[config.mk]
export PLATFORM = sky130hd
export DESIGN_NAME = link_settings
export DESIGN_NICKNAME = d
export VERILOG_FILES = /design/src/core/link_settings.v
export VERILOG_INCLUDE_DIRS = /design/src /design/src/core
export SDC_FILE = /design/constraint.sdc
export NUM_CORES = 1
export LEC_CHECK = 0
export BUFFER_PORTS_ARGS = -buffer_cell sky130_fd_sc_hd__buf_2
export CORE_ASPECT_RATIO = 0.75
export CORE_MARGIN = 1
export CORE_UTILIZATION = 55
export CTS_BUF_LIST = sky130_fd_sc_hd__clkbuf_16
export CTS_CLUSTER_DIAMETER = 200
export CTS_CLUSTER_SIZE = 30
export DETAILED_ROUTE_END_ITERATION = 10
export GPL_TIMING_DRIVEN = 1
export PLACE_DENSITY = 0.85
export SYNTH_ARGS = -nofsm -noshare
export SYNTH_HDL_FRONTEND = slang
export SYNTH_SLANG_ARGS = --single-unit
export TNS_END_PERCENT = 30
[constraint.sdc]
create_clock -name mclk -period 2.9 [get_ports mclk]
set_clock_uncertainty 0.1 [all_clocks]
set_input_delay 0.58 -clock mclk [delete_from_list [all_inputs] [get_ports mclk]]
set_output_delay 0.58 -clock mclk [all_outputs]
set_load 0.02 [all_outputs]
[src/core/link_settings_defs.vh]
// constants for the link settings command block
`ifndef LINK_SETTINGS_DEFS_VH
`define LINK_SETTINGS_DEFS_VH

// register byte offsets
`define OFS_CMD        5'h00
`define OFS_STATUS     5'h04
`define OFS_SETTINGS   5'h08
`define OFS_ROUTE_WR   5'h0c
`define OFS_ROUTE_RD   5'h10

// command register fields
`define CMD_OP_LSB     0
`define CMD_OP_MSB     3
`define CMD_VAL_LSB    8
`define CMD_VAL_MSB    15

// command opcodes
`define OP_PARITY      4'h1
`define OP_STOP        4'h2
`define OP_ROUTE_ATT   4'h3
`define OP_ROUTE_REUSE 4'h4
`define OP_LEVEL_ATT   4'h5
`define OP_ROUTE_SET   4'h6

// value codes
`define PARITY_NONE    2'h0
`define PARITY_EVEN    2'h1
`define PARITY_ODD     2'h2
`define STOP_ONE       8'h01
`define STOP_TWO       8'h02
`define FLAG_OF        8'h00
`define FLAG_ON        8'h01

// route layout
`define ROUTE_MAX      11
`define ROUTE_MAX_ID   8'hfe
`define ROUTE_BCAST_ID 8'h00
`define ROUTE_UNASSIGNED 4'h0

// reset values
`define RST_PARITY     2'h0
`define RST_TWO_STOP   1'b0
`define RST_FLAG       1'b0

`endif

[src/core/link_settings.v]
// settings part of the modem command interpreter, avalon-mm register front end
//
// Decided for this implementation: register access over Avalon-MM and the register offsets.
`timescale 1ns/1ps
`include "link_settings_defs.vh"

module link_settings (
    // clock and reset
    input  wire        mclk,
    input  wire        arst_n,
    // avalon-mm slave
    input  wire [4:0]  address,
    input  wire        read,
    input  wire        write,
    input  wire [31:0] writedata,
    input  wire [3:0]  byteenable,
    output reg  [31:0] readdata,
    output wire        waitrequest,
    // operation mode pin, high in command mode
    input  wire        command_mode_code,
    // response formatter handshake
    output reg         resp_start,
    output reg         resp_ok,
    output reg  [3:0]  resp_op,
    output reg  [7:0]  resp_value,
    input  wire        resp_done,
    // uart framing in effect
    output reg  [1:0]  uart_parity,
    output reg         uart_two_stop,
    // receive side events
    input  wire        rx_id_we,
    input  wire [3:0]  rx_id_idx,
    input  wire [7:0]  rx_id,
    input  wire        rx_pkt_done,
    input  wire [3:0]  rx_route_len,
    input  wire        rx_from_src_tx,
    input  wire [7:0]  rx_level_dbm,
    input  wire        tx_variant3,
    // receive output formatting
    output reg         route_attach_flag,
    output reg         rx_hdr_with_level,
    output reg  [7:0]  rx_level_code,
    // transmit routing
    input  wire [3:0]  route_rd_idx,
    output reg  [7:0]  route_rd_id,
    output reg  [3:0]  route_len,
    output reg         route_use_dest_id,
    output reg         route_direct,
    output reg         route_broadcast,
    output reg         reply_to_source
);

    reg        mode_meta_q;
    reg        mode_sync_q;
    reg        ack_q;
    reg [1:0]  parity_q;
    reg        two_stop_q;
    reg [1:0]  parity_pend_q;
    reg        two_stop_pend_q;
    reg        pend_q;
    reg        route_reuse_flag_q;
    reg        level_att_q;
    reg        captured_q;
    reg [3:0]  route_len_q;
    reg [3:0]  rd_sel_q;
    reg [1:0]  last_res_q;
    reg [7:0]  relay_route_register [0:`ROUTE_MAX-1];
    reg [7:0]  stage_q [0:`ROUTE_MAX-1];
    reg [7:0]  rx_route_q [0:`ROUTE_MAX-1];
    wire [`ROUTE_MAX-1:0] stage_bad;

    wire       wr_hit = write & ~ack_q;
    wire       rd_hit = read & ~ack_q;
    wire [3:0] op     = writedata[`CMD_OP_MSB:`CMD_OP_LSB];
    wire [7:0] val    = writedata[`CMD_VAL_MSB:`CMD_VAL_LSB];
    wire       cmd_wr = wr_hit & (address == `OFS_CMD) & byteenable[0] & byteenable[1];
    wire       is_flag = (val == `FLAG_OF) | (val == `FLAG_ON);
    wire       capture = route_reuse_flag_q & rx_pkt_done & rx_from_src_tx;

    // one wait cycle per access keeps readdata a clean flop
    assign waitrequest = (read | write) & ~ack_q;

    // value check per staged id
    genvar gi;
    generate
        for (gi = 0; gi < `ROUTE_MAX; gi = gi + 1) begin : g_route
            assign stage_bad[gi] = (gi < route_cnt(val)) && (stage_q[gi] > `ROUTE_MAX_ID);
        end
    endgenerate

    function [3:0] route_cnt;
        input [7:0] v;
        begin
            route_cnt = v[3:0];
        end
    endfunction

    reg        ok_d;
    always @* begin
        ok_d = 1'b0;
        case (op)
            `OP_PARITY:      ok_d = (val[7:2] == 6'h00) & (val[1:0] != 2'h3);
            `OP_STOP:        ok_d = (val == `STOP_ONE) | (val == `STOP_TWO);
            `OP_ROUTE_ATT:   ok_d = is_flag;
            `OP_ROUTE_REUSE: ok_d = is_flag;
            `OP_LEVEL_ATT:   ok_d = is_flag;
            `OP_ROUTE_SET:   ok_d = (val <= `ROUTE_MAX) & ~|stage_bad;
            default:         ok_d = 1'b0;
        endcase
        ok_d = ok_d & mode_sync_q;
    end

    // mode pin synchroniser
    always @(posedge mclk or negedge arst_n) begin
        if (!arst_n) begin
            mode_meta_q <= 1'b0;
            mode_sync_q <= 1'b0;
        end else begin
            mode_meta_q <= command_mode_code;
            mode_sync_q <= mode_meta_q;
        end
    end

    // bus acknowledge and read data
    always @(posedge mclk or negedge arst_n) begin
        if (!arst_n) begin
            ack_q    <= 1'b0;
            readdata <= 32'h00000000;
        end else begin
            ack_q <= (read | write) & ~ack_q;
            if (rd_hit) begin
                if (address == `OFS_STATUS) begin
                    readdata <= {12'h000, resp_op, resp_value, 4'h0, mode_sync_q, pend_q, last_res_q};
                end else if (address == `OFS_SETTINGS) begin
                    readdata <= {16'h0000, captured_q, 3'h0, route_len_q, 2'h0, level_att_q,
                                 route_reuse_flag_q, route_attach_flag, two_stop_q, parity_q};
                end else if (address == `OFS_ROUTE_RD) begin
                    readdata <= {24'h000000, relay_route_register[rd_sel_q]};
                end else begin
                    readdata <= 32'h00000000;
                end
            end
        end
    end

    // settings, response, framing hand-over
    always @(posedge mclk or negedge arst_n) begin
        if (!arst_n) begin
            parity_q           <= `RST_PARITY;
            two_stop_q         <= `RST_TWO_STOP;
            parity_pend_q      <= `RST_PARITY;
            two_stop_pend_q    <= `RST_TWO_STOP;
            pend_q             <= 1'b0;
            uart_parity        <= `RST_PARITY;
            uart_two_stop      <= `RST_TWO_STOP;
            route_attach_flag  <= `RST_FLAG;
            route_reuse_flag_q <= `RST_FLAG;
            level_att_q        <= `RST_FLAG;
            resp_start         <= 1'b0;
            resp_ok            <= 1'b0;
            resp_op            <= 4'h0;
            resp_value         <= 8'h00;
            last_res_q         <= 2'h0;
            rd_sel_q           <= 4'h0;
        end else begin
            resp_start <= 1'b0;
            if (cmd_wr) begin
                resp_start <= 1'b1;
                resp_ok    <= ok_d;
                resp_op    <= op;
                resp_value <= val;
                last_res_q <= ok_d ? 2'h1 : 2'h2;
                if (ok_d) begin
                    case (op)
                        `OP_PARITY: begin
                            parity_pend_q <= val[1:0];
                            pend_q        <= 1'b1;
                        end
                        `OP_STOP: begin
                            two_stop_pend_q <= (val == `STOP_TWO);
                            pend_q          <= 1'b1;
                        end
                        `OP_ROUTE_ATT:   route_attach_flag  <= val[0];
                        `OP_ROUTE_REUSE: route_reuse_flag_q <= val[0];
                        `OP_LEVEL_ATT:   level_att_q        <= val[0];
                        default: ;
                    endcase
                end
            end else if (pend_q & resp_done) begin
                // framing only moves once the echo left in the old framing
                uart_parity   <= parity_pend_q;
                uart_two_stop <= two_stop_pend_q;
                parity_q      <= parity_pend_q;
                two_stop_q    <= two_stop_pend_q;
                pend_q        <= 1'b0;
            end
            if (wr_hit & (address == `OFS_ROUTE_RD) & byteenable[0]) begin
                rd_sel_q <= (writedata[3:0] < `ROUTE_MAX) ? writedata[3:0] : 4'h0;
            end
        end
    end

    // route storage: host staging, receive shadow, live register
    integer i;
    always @(posedge mclk or negedge arst_n) begin
        if (!arst_n) begin
            for (i = 0; i < `ROUTE_MAX; i = i + 1) begin
                relay_route_register[i] <= 8'h00;
                stage_q[i]              <= 8'h00;
                rx_route_q[i]           <= 8'h00;
            end
            route_len_q <= `ROUTE_UNASSIGNED;
            captured_q  <= 1'b0;
        end else begin
            if (wr_hit & (address == `OFS_ROUTE_WR) & byteenable[0] & byteenable[1]
                & (writedata[3:0] < `ROUTE_MAX)) begin
                stage_q[writedata[3:0]] <= writedata[15:8];
            end
            if (rx_id_we & (rx_id_idx < `ROUTE_MAX)) begin
                rx_route_q[rx_id_idx] <= rx_id;
            end
            // a received route wins over a host write in the same cycle
            if (capture) begin
                for (i = 0; i < `ROUTE_MAX; i = i + 1) begin
                    relay_route_register[i] <= rx_route_q[i];
                end
                route_len_q <= (rx_route_len > `ROUTE_MAX) ? 4'hb : rx_route_len;
                captured_q  <= 1'b1;
            end else if (cmd_wr & ok_d & (op == `OP_ROUTE_SET)) begin
                for (i = 0; i < `ROUTE_MAX; i = i + 1) begin
                    relay_route_register[i] <= stage_q[i];
                end
                route_len_q <= val[3:0];
                captured_q  <= 1'b0;
            end
            // a capture in the same cycle keeps its marker
            if (cmd_wr & ok_d & (op == `OP_ROUTE_REUSE) & ~val[0] & ~capture) begin
                captured_q <= 1'b0;
            end
        end
    end

    // outputs toward formatter and transmitter
    always @(posedge mclk or negedge arst_n) begin
        if (!arst_n) begin
            rx_hdr_with_level <= 1'b0;
            rx_level_code     <= 8'h00;
            route_rd_id       <= 8'h00;
            route_len         <= `ROUTE_UNASSIGNED;
            route_use_dest_id <= 1'b1;
            route_direct      <= 1'b0;
            route_broadcast   <= 1'b0;
            reply_to_source   <= 1'b0;
        end else begin
            rx_hdr_with_level <= level_att_q | tx_variant3;
            rx_level_code     <= 8'h00 - rx_level_dbm;
            route_rd_id       <= (route_rd_idx < `ROUTE_MAX) ? relay_route_register[route_rd_idx] : 8'h00;
            route_len         <= route_len_q;
            route_use_dest_id <= (route_len_q == `ROUTE_UNASSIGNED);
            route_direct      <= (route_len_q == 4'h1);
            route_broadcast   <= (route_len_q != `ROUTE_UNASSIGNED)
                                 & (relay_route_register[route_len_q - 4'h1] == `ROUTE_BCAST_ID);
            reply_to_source   <= route_reuse_flag_q & captured_q;
        end
    end

endmodule // link_settings

After elaboration in Yosys (flattened, before gate mapping):

Cells that the tools add are included.

* register bits after elaboration: 359
* output and inout bits: 76
* input port bits: 79
* logic and storage cells: 220

* add/sub/neg operators: 2
* mux-type cells: 35
* bitwise operators: 39
* reductions and logical operators: 33
* magnitude comparators: 34
* eq/ne operators: 16

Operators with widths (count)
* bitwise mux 88 bit: 2
* two-way mux 88 bit: 2
* binary-select mux 8 bit (select 4 bit): 3
* greater-than comparator 8 bit (second input constant): 11
* two-way mux 8 bit: 10
* demux 8 bit (select 4 bit): 2
* AND 1 bit: 26
* greater-or-equal comparator 5 bit (second input constant): 5
* NOT 4 -> 5 bit: 5
* two-way mux 20 bit: 1
* AND reduction 3 bit: 6
* zero test 8 bit: 2
* less-than comparator 3 x 4 -> 1 bit (first input constant): 4
* two-way mux 16 bit: 1
* two-way mux 4 bit: 4
* logical AND 1 bit: 13
* equality test 4 x 3 -> 1 bit (second input constant): 3
* less-than comparator 4 bit (first input constant): 3
* less-than comparator 4 bit (second input constant): 3
* OR reduction 11 bit: 1
* equality test 5 x 4 -> 1 bit (second input constant): 2
* less-than comparator 5 x 1 -> 1 bit (second input constant): 2
* equality test 4 x 1 -> 1 bit (second input constant): 2
* equality test 4 x 2 -> 1 bit (second input constant): 2
* other kinds (27): 44

Longest topological paths before layout:

Gate-level depths: netlist of run 1.

* depth in word-level cells: 12
* gate-level depth with buffers: 10
* mapped depth without buffers: 7

Least setup slack after synthesis of run 1:

No wires, ideal clock.

* path kind: input-to-reg
* from: input writedata[3]
* to: register relay_route_register[12] (netlist bit)
* path buffers: 3
* path slack: 0.541 ns
* arrival: 2.118 ns
* data required time: 2.659 ns
* cell stages on the path: 9
* setup time: 0.141 ns
* cell sequence: buf_2 -> and2b_2 -> nand2_2 -> nor4_2 -> nand4_1 -> buf_2 -> buf_6 -> o31ai_1 -> a31oi_1

* cells in the longest elaborated chain, start to end: 7
* elaborated cells between the ends (all ways): 12
* those cells by class: eq/ne (6); mux (1); bitwise (3); reduce/logical (2)

RTL lines
* start, declared: RTL line link_settings.v:15 `input wire [31:0] writedata,`
* equality test 4 x 3 -> 1 bit / equality test 4 x 2 -> 1 bit (equally long branches): RTL line link_settings.v:101 `case (op)`
* OR reduction 3 bit (no line)
* one-hot mux 1 bit (4 select lines): RTL line link_settings.v:101
* AND 1 bit: RTL line link_settings.v:110 `ok_d = ok_d & mode_sync_q;`
* AND 1 bit: RTL line link_settings.v:229 `` end else if (cmd_wr & ok_d & (op == `OP_ROUTE_SET)) begin ``
* AND 1 bit (*): RTL line link_settings.v:229
* nonzero test 2 bit (no line) (*)
* end signal, assigned by index: RTL line link_settings.v:225 `relay_route_register[i] <= rx_route_q[i];`
* end signal, assigned by index: RTL line link_settings.v:231 `relay_route_register[i] <= stage_q[i];`
* end, declared: RTL line link_settings.v:67 `` reg [7:0] relay_route_register [0:`ROUTE_MAX-1]; ``

Every way passes the cells marked *; elsewhere a longest branch is shown, timed or not.
A chain may end at the register's enable or synchronous reset.

Final worst setup path of run 1:

* from: register route_len_q[0]
* to: register route_broadcast

* cells in the longest elaborated chain, start to end: 7
* elaborated cells between the ends (all ways): 8
* those cells by class: add/sub (1); mux (3); bitwise (2); reduce/logical (2)

RTL lines
* start, declared: RTL line link_settings.v:64 `reg [3:0] route_len_q;`
* start signal, assigned: RTL line link_settings.v:212 `` route_len_q <= `ROUTE_UNASSIGNED; ``
* start signal, assigned: RTL line link_settings.v:227 `` route_len_q <= (rx_route_len > `ROUTE_MAX) ? 4'hb : rx_route_len; ``
* start signal, assigned: RTL line link_settings.v:233 `route_len_q <= val[3:0];`
* subtractor 4 x 1 -> 4 bit: RTL line link_settings.v:262 `` & (relay_route_register[route_len_q - 4'h1] == `ROUTE_BCAST_ID); ``
* NOT 4 -> 5 bit (implied by the code): RTL line link_settings.v:262
* binary-select mux 8 bit (select 4 bit): RTL line link_settings.v:262
* two-way mux 8 bit (implied by the code) (2 in series): RTL line link_settings.v:262
* zero test 8 bit (no line)
* AND 1 bit (*): RTL line link_settings.v:261 `` route_broadcast <= (route_len_q != `ROUTE_UNASSIGNED) ``
* end signal, assigned: RTL line link_settings.v:261
* end, declared: RTL line link_settings.v:49 `output reg route_broadcast,`

Every way passes the cells marked *; elsewhere a longest branch is shown, timed or not. The select of a mux whose other input is x is not followed.

==> impl_metrics.tcl, run 1 <==
set metrics [dict create \
    status "finished, final reports clean" \
    grt_busiest_layer "met1" \
    whs_ns 0.0613 \
    cp_cell_sequence "inv_1 -> ha_1 -> buf_4 -> a21oi_1 -> a211oi_1 -> a22oi_1 -> a211oi_1" \
    hp-class "in2reg" \
    track_usage 0.329 \
    grt_max_degree 81 \
    worst_slew_pin_slew_ns 0.829 \
    cap_violations 0 \
    dpl_cell_area_mm2 0.0183 \
    rsz0062_at_grt "false" \
    ctsResizeCount 0 \
    cts_tree "done" \
    dpl.hpwl_um 36700 \
    clkSlewWorstSetupHoldPaths_ns 0.12 \
    ys_seq_area_frac 0.507 \
    r2r-start "route_len_q[0]" \
    numCtsBuffers 15 \
    startpoint "route_len_q[0]" \
    fmax_ghz 0.370 \
    start_util 0.563 \
    hold_violations 0 \
    antenna_found_initial 3 \
    tns_ns 0 \
    viasPerCell 6.86 \
    min_from "command_mode_code" \
    ys_types 64 \
    finalWirelength_um 51500 \
    final_cell_area_mm2 0.0187 \
    vdd_drop_max_uv 454 \
    die_area_mm2 0.0318 \
    period_minus_slack_ns 2.70 \
    ant_nets 0 \
    dieHeight_um 155 \
    netlist_area_mm2 0.0171 \
    post-route-period-util 0.931 \
    synth-seq-cells 346 \
    cts.sinks 346 \
    crit_top_cell "a211oi_1" \
    gp_congestion 1.01 \
    worstSetupStartpointType "register" \
    clockBufferDepth 3 \
    pwr_density_cell_mw_per_mm2 468 \
    grt_pass1_vias 13300 \
    yosys_warnings 0 \
    cts_htree_levels 1 \
    crit_required_ns 3.22 \
    ys.flop_type "dfrtp_1" \
    layout-drive-gt1-share 0.276 \
    rows 55 \
    nNetsFinal 1691 \
    setup_viol_count_final 0 \
    arrival_ns 3.02 \
    cts-root-buf "clkbuf_16" \
    die_x_um 205 \
    port_buffers 120 \
    layout.area.seq_mm2 0.00866 \
    netlist_instances 1543 \
    multiInputGateArea_mm2 0.00767 \
    grtUsageMet1 0.487 \
    io_pins 155 \
    grt_pass1_wl_um 79000 \
    use_met3 0.0759 \
    syn_area_per_cell_um2 11.1 \
    drt_iter0_drc 2061 \
    async_flop_share 1.00 \
    maxSlewHeadroom 0.447 \
    use_met2 0.474 \
    path_class "reg2reg" \
    drc_errors 0 \
    synth-edff-count 0 \
    path_max_fanout 10 \
    p_leak_uw 0.00840 \
    layout_commonest_cell "dfrtp_1" \
    layout_common_cells "dfrtp_1 (345), mux2_2 (177), nor2_1 (143)" \
    wl_per_cell_um 25.6 \
    slowest_delay_ns 0.63 \
    end_kind "register" \
    nFillCells 2365 \
    num_vias 13800 \
    clk_latency_ns 0.54 \
    grt_overflow_total 0 \
    drtPass1Iterations 9 \
    syn2layout_area_growth_pct 9.75 \
    coreArea_mm2 0.0303 \
    drv_slew 0 \
    crit_path_top_delay_cell "dfrtp_1" \
]
-- path summary, 6_finish.rpt --
kind / to / slack, ns / depth (start not counted)
setup / recovery: route_broadcast / 0.20 / 7
setup reg to reg: route_broadcast / 0.20 / 7
min in group asynchronous: rx_route_q[22] / 0.53 / 2
max in group asynchronous: rd_sel_q[2] / 1.44 / 3
hold reg to reg: mode_sync_q / 0.27 / 0
hold / removal: mode_meta_q / 0.06 / 1
-- sequential cells by signal, summed over array words and instances, names as in the netlist, 2 cells and up --
register	count
route_rd_id	8
last_res_q	2
resp_op	4
route_len_q	4
relay_route_register	88
rx_level_code	8
resp_value	8
rx_route_q	88
rd_sel_q	4
readdata	20
parity_pend_q	2
route_len	4
stage_q	88
parity_q	2
-- timing repair --
action / CTS / global route
buffers inserted: 0 / 0
hold buffers: 1 / 0
hold endpoints to repair: 63 / 0
-- synthesized netlist by cell type, types with 7 or more instances --
master / instances / area [um^2]
o21ai_0: 47 / 235
nand4_1: 113 / 707
nor4_1: 11 / 68.8
mux2i_1: 30 / 300
dfrtp_1: 345 / 8630
a21oi_1: 22 / 110
mux2_2: 177 / 1990
buf_6: 16 / 180
a22oi_1: 8 / 60.1
buf_4: 16 / 120
o31ai_1: 94 / 706
o22ai_1: 11 / 68.8
inv_1: 8 / 30.0
a31oi_1: 95 / 594
a211oi_1: 10 / 75.1
nand3_1: 14 / 70.1
nand2_1: 109 / 409
nand2b_1: 7 / 43.8
nor2_1: 143 / 537
buf_2: 31 / 155
nor3_1: 16 / 80.1
mux4_2: 34 / 766
clkbuf_1: 90 / 338
-- cells by family (layout without fill, tap and decap cells) --
| logic type | count (synthesis) | in the layout | synth area share |
|---|---|---|---|
| compound gates | 312 | 312 | 0.121 |
| xor+xnor | 7 | 7 | 0.00359 |
| fa+ha+maj | 3 | 3 | 0.00220 |
| buf+inv | 167 | 226 | 0.0495 |
| flops | 346 | 346 | 0.507 |
| mux | 244 | 244 | 0.181 |
| other cells | 1 | 15 | 0.000220 |
| simple gates | 463 | 463 | 0.136 |
-- area by class of cell --
cell class / instances / share of cell area
clock inverter: 6 / 0.00214
sequential: 346 / 0.462
multi-input combinational: 1041 / 0.409
antenna: 3 / 0.000400
clock buffer: 15 / 0.0200
tap: 399 / 0.0266
inverter: 8 / 0.00160
timing repair buffer: 197 / 0.0782
-- worst max-delay path: cells and delay by family (launching register included) --
family,cells,cell delay [ns]
DFF,1,0.63
buffers and inverters,2,0.37
AOI/OAI and AO/OA,4,0.86
adders and majority gates,1,0.63
-- power by group --
part | total, uW | switching [uW] | internal [uW] | leakage [uW]
clock | 2520 | 1540 | 974 | 0.000218
sequential | 5330 | 192 | 5140 | 0.00465
combinational | 933 | 534 | 399 | 0.00353
total | 8780 | 2270 | 6510 | 0.00840
-- routing by layer --
layer | routed length (um) | up-vias
met5 | 0 | -
met4 | 1980 | 0
met3 | 5590 | 130
met2 | 22700 | 868
met1 | 21300 | 6956
li1 | - | 5870
-- per-stage QoR --
stage | power, uW | std cells | utilization | worst slack (ns)
after floorplan | 5920 | 1554 | - | 0.541
after global routing | 9050 | 2013 | 0.618 | 0.0596
after global placement | 6280 | 1990 | 0.603 | -0.0211
final | 8780 | 2015 | 0.618 | 0.200
after CTS | 8790 | 2012 | 0.617 | 0.261
after detailed placement | 6340 | 1990 | 0.603 | -0.101
No activity file was read; power rests on OpenSTA's default activity.
==> run 2, diff against run 1 <==
--- a/config.mk
+++ b/config.mk
@@ -16,6 +16,7 @@
 export DETAILED_ROUTE_END_ITERATION = 10
 export GPL_TIMING_DRIVEN = 1
 export PLACE_DENSITY = 0.85
+export RECOVER_POWER = 50
 export SYNTH_ARGS = -nofsm -noshare
 export SYNTH_HDL_FRONTEND = slang
 export SYNTH_SLANG_ARGS = --single-unit
==> run 2 against run 1 <==
- the flow now finishes with violations (capacitance limit, slew limit)
- combinational power about the same
- setup slack better by 0.011 ns
- non-clock buffer count unchanged
- sequential cell count unchanged
- sequential power about the same
- global-route usage unchanged
- critical path depth unchanged
- first-iteration DRC count down 1.4%
- critical path type unchanged
- largest power group unchanged
- highest routed layer unchanged
==> impl_metrics.tcl, run 2 (same netlist as run 1, synthesis figures left out) <==
set metrics [dict create \
    clkSlewWorstSetupHoldPaths_ns 0.11 \
    fmax_ghz 0.372 \
    port_buffers 120 \
    dpl.hpwl_um 36700 \
    dieHeight_um 155 \
    arrival_ns 3.01 \
    syn2layout_area_growth_pct 9.43 \
    nFillCells 2379 \
    clockBufferDepth 3 \
    dp_cells 1990 \
    track_usage 0.329 \
    clk_latency_ns 0.54 \
    antenna_found_initial 3 \
    cts-root-buf "clkbuf_16" \
    finalWirelength_um 51500 \
    start_util 0.563 \
    path_class "reg2reg" \
    rsz0062_at_grt "false" \
    layout_commonest_cell "dfrtp_1" \
    worstSetupStartpointType "register" \
    layout-drive-gt1-share 0.267 \
    ctsResizeCount 0 \
    numCtsBuffers 15 \
    status "complete, but fails checks" \
    die_x_um 205 \
    num_vias 13800 \
    post-route-period-util 0.927 \
    stdcell_count 2014 \
    cts.sinks 346 \
    top_regs "relay_route_register: 88 flops, rx_route_q: 88 flops, stage_q: 88 flops" \
    cts_tree "done" \
    drv_slew 68 \
    layout_common_cells "dfrtp_1 (345), mux2_2 (177), nor2_1 (143)" \
    grt_max_degree 81 \
    cap_violations 1 \
    io_pins 155 \
    ant_nets 0 \
    drc_errors 0 \
    coreArea_mm2 0.0303 \
    period_minus_slack_ns 2.69 \
    hp-class "in2reg" \
    nNetsFinal 1691 \
    pwr_density_cell_mw_per_mm2 469 \
    p_leak_uw 0.00834 \
    grt_pass1_wl_um 79000 \
    wl_per_cell_um 25.6 \
    grt_overflow_total 0 \
    vdd_drop_max_uv 453 \
    maxSlewHeadroom -0.397 \
    drt_iter0_drc 2033 \
    drtPass1Iterations 8 \
    total_power_uw 8770 \
    die_area_mm2 0.0318 \
    rows 55 \
    hold_violations 0 \
    crit_required_ns 3.22 \
    grt_pass1_vias 13300 \
    viasPerCell 6.84 \
    violations "capacitance limit, slew limit" \
    whs_ns 0.0624 \
    worst_slew_pin_slew_ns 2.10 \
    gp_congestion 1.01 \
    post-route-util 0.616 \
    path_max_fanout 10 \
    cts_htree_levels 1 \
    setup_viol_count_final 0 \
    end_kind "register" \
]
-- run 2: power by group --
group	switching (uW)	leakage, uW	internal (uW)
combinational	534	0.00347	396
clock	1540	0.000218	974
sequential	192	0.00465	5140
total	2260	0.00834	6510
-- run 2: metal layers --
metal  wire (um)  global-route usage
met4        1960               0.115
met1       21300               0.487
met2       22700               0.474
met3        5550              0.0759
met5           0                   0
-- run 2: cell type report --
class | instances | area [um^2] | area share
Antenna cell | 2 | 5.00 | 0.000268
Clock buffer | 15 | 375 | 0.0201
Clock inverter | 6 | 40.0 | 0.00214
Inverter | 8 | 30.0 | 0.00161
Multi-Input combinational cell | 1041 | 7660 | 0.410
Sequential cell | 346 | 8660 | 0.463
Tap cell | 399 | 499 | 0.0267
Timing Repair Buffer | 197 | 1420 | 0.0759
-- run 2: critical path, cell delays in order, from the launching register on --
cell and delay [ns]:
dfrtp_1 0.61, inv_1 0.12, ha_1 0.63, mux4_2 0.30, nand2_1 0.07, a211oi_1 0.29
a22oi_1 0.19, a211oi_1 0.27
-- run 2: what timing repair did --
item / 4_1_cts / 5_1_grt
buffers inserted: 0 / 0
hold buffers: 1 / 0
hold endpoints to repair: 63 / 0
-- run 2: worst paths after layout --
kind | slack (ns) | startpoint | to | depth (start not counted)
max | 0.21 | route_len_q[0] | route_broadcast | 7
min | 0.06 | command_mode_code | mode_meta_q | 1
max reg2reg | 0.21 | route_len_q[0] | route_broadcast | 7
min reg2reg | 0.27 | mode_meta_q | mode_sync_q | 0
max in group asynchronous | 0.40 | arst_n | relay_route_register[82] | 2
min in group asynchronous | 1.10 | arst_n | rx_route_q[20] | 2
-- run 2: stage by stage --
| step | TNS [ns] | setup slack, ns | cell area, um^2 |
|---|---|---|---|
| finish | 0 | 0.211 | 18700 |
| global route | 0 | 0.0555 | 18700 |
| CTS | 0 | 0.261 | 18700 |
| detailed placement | -1.99 | -0.101 | 18300 |
| global placement | -0.0222 | -0.0211 | 18300 |
| floorplan | 0 | 0.541 | 17100 |
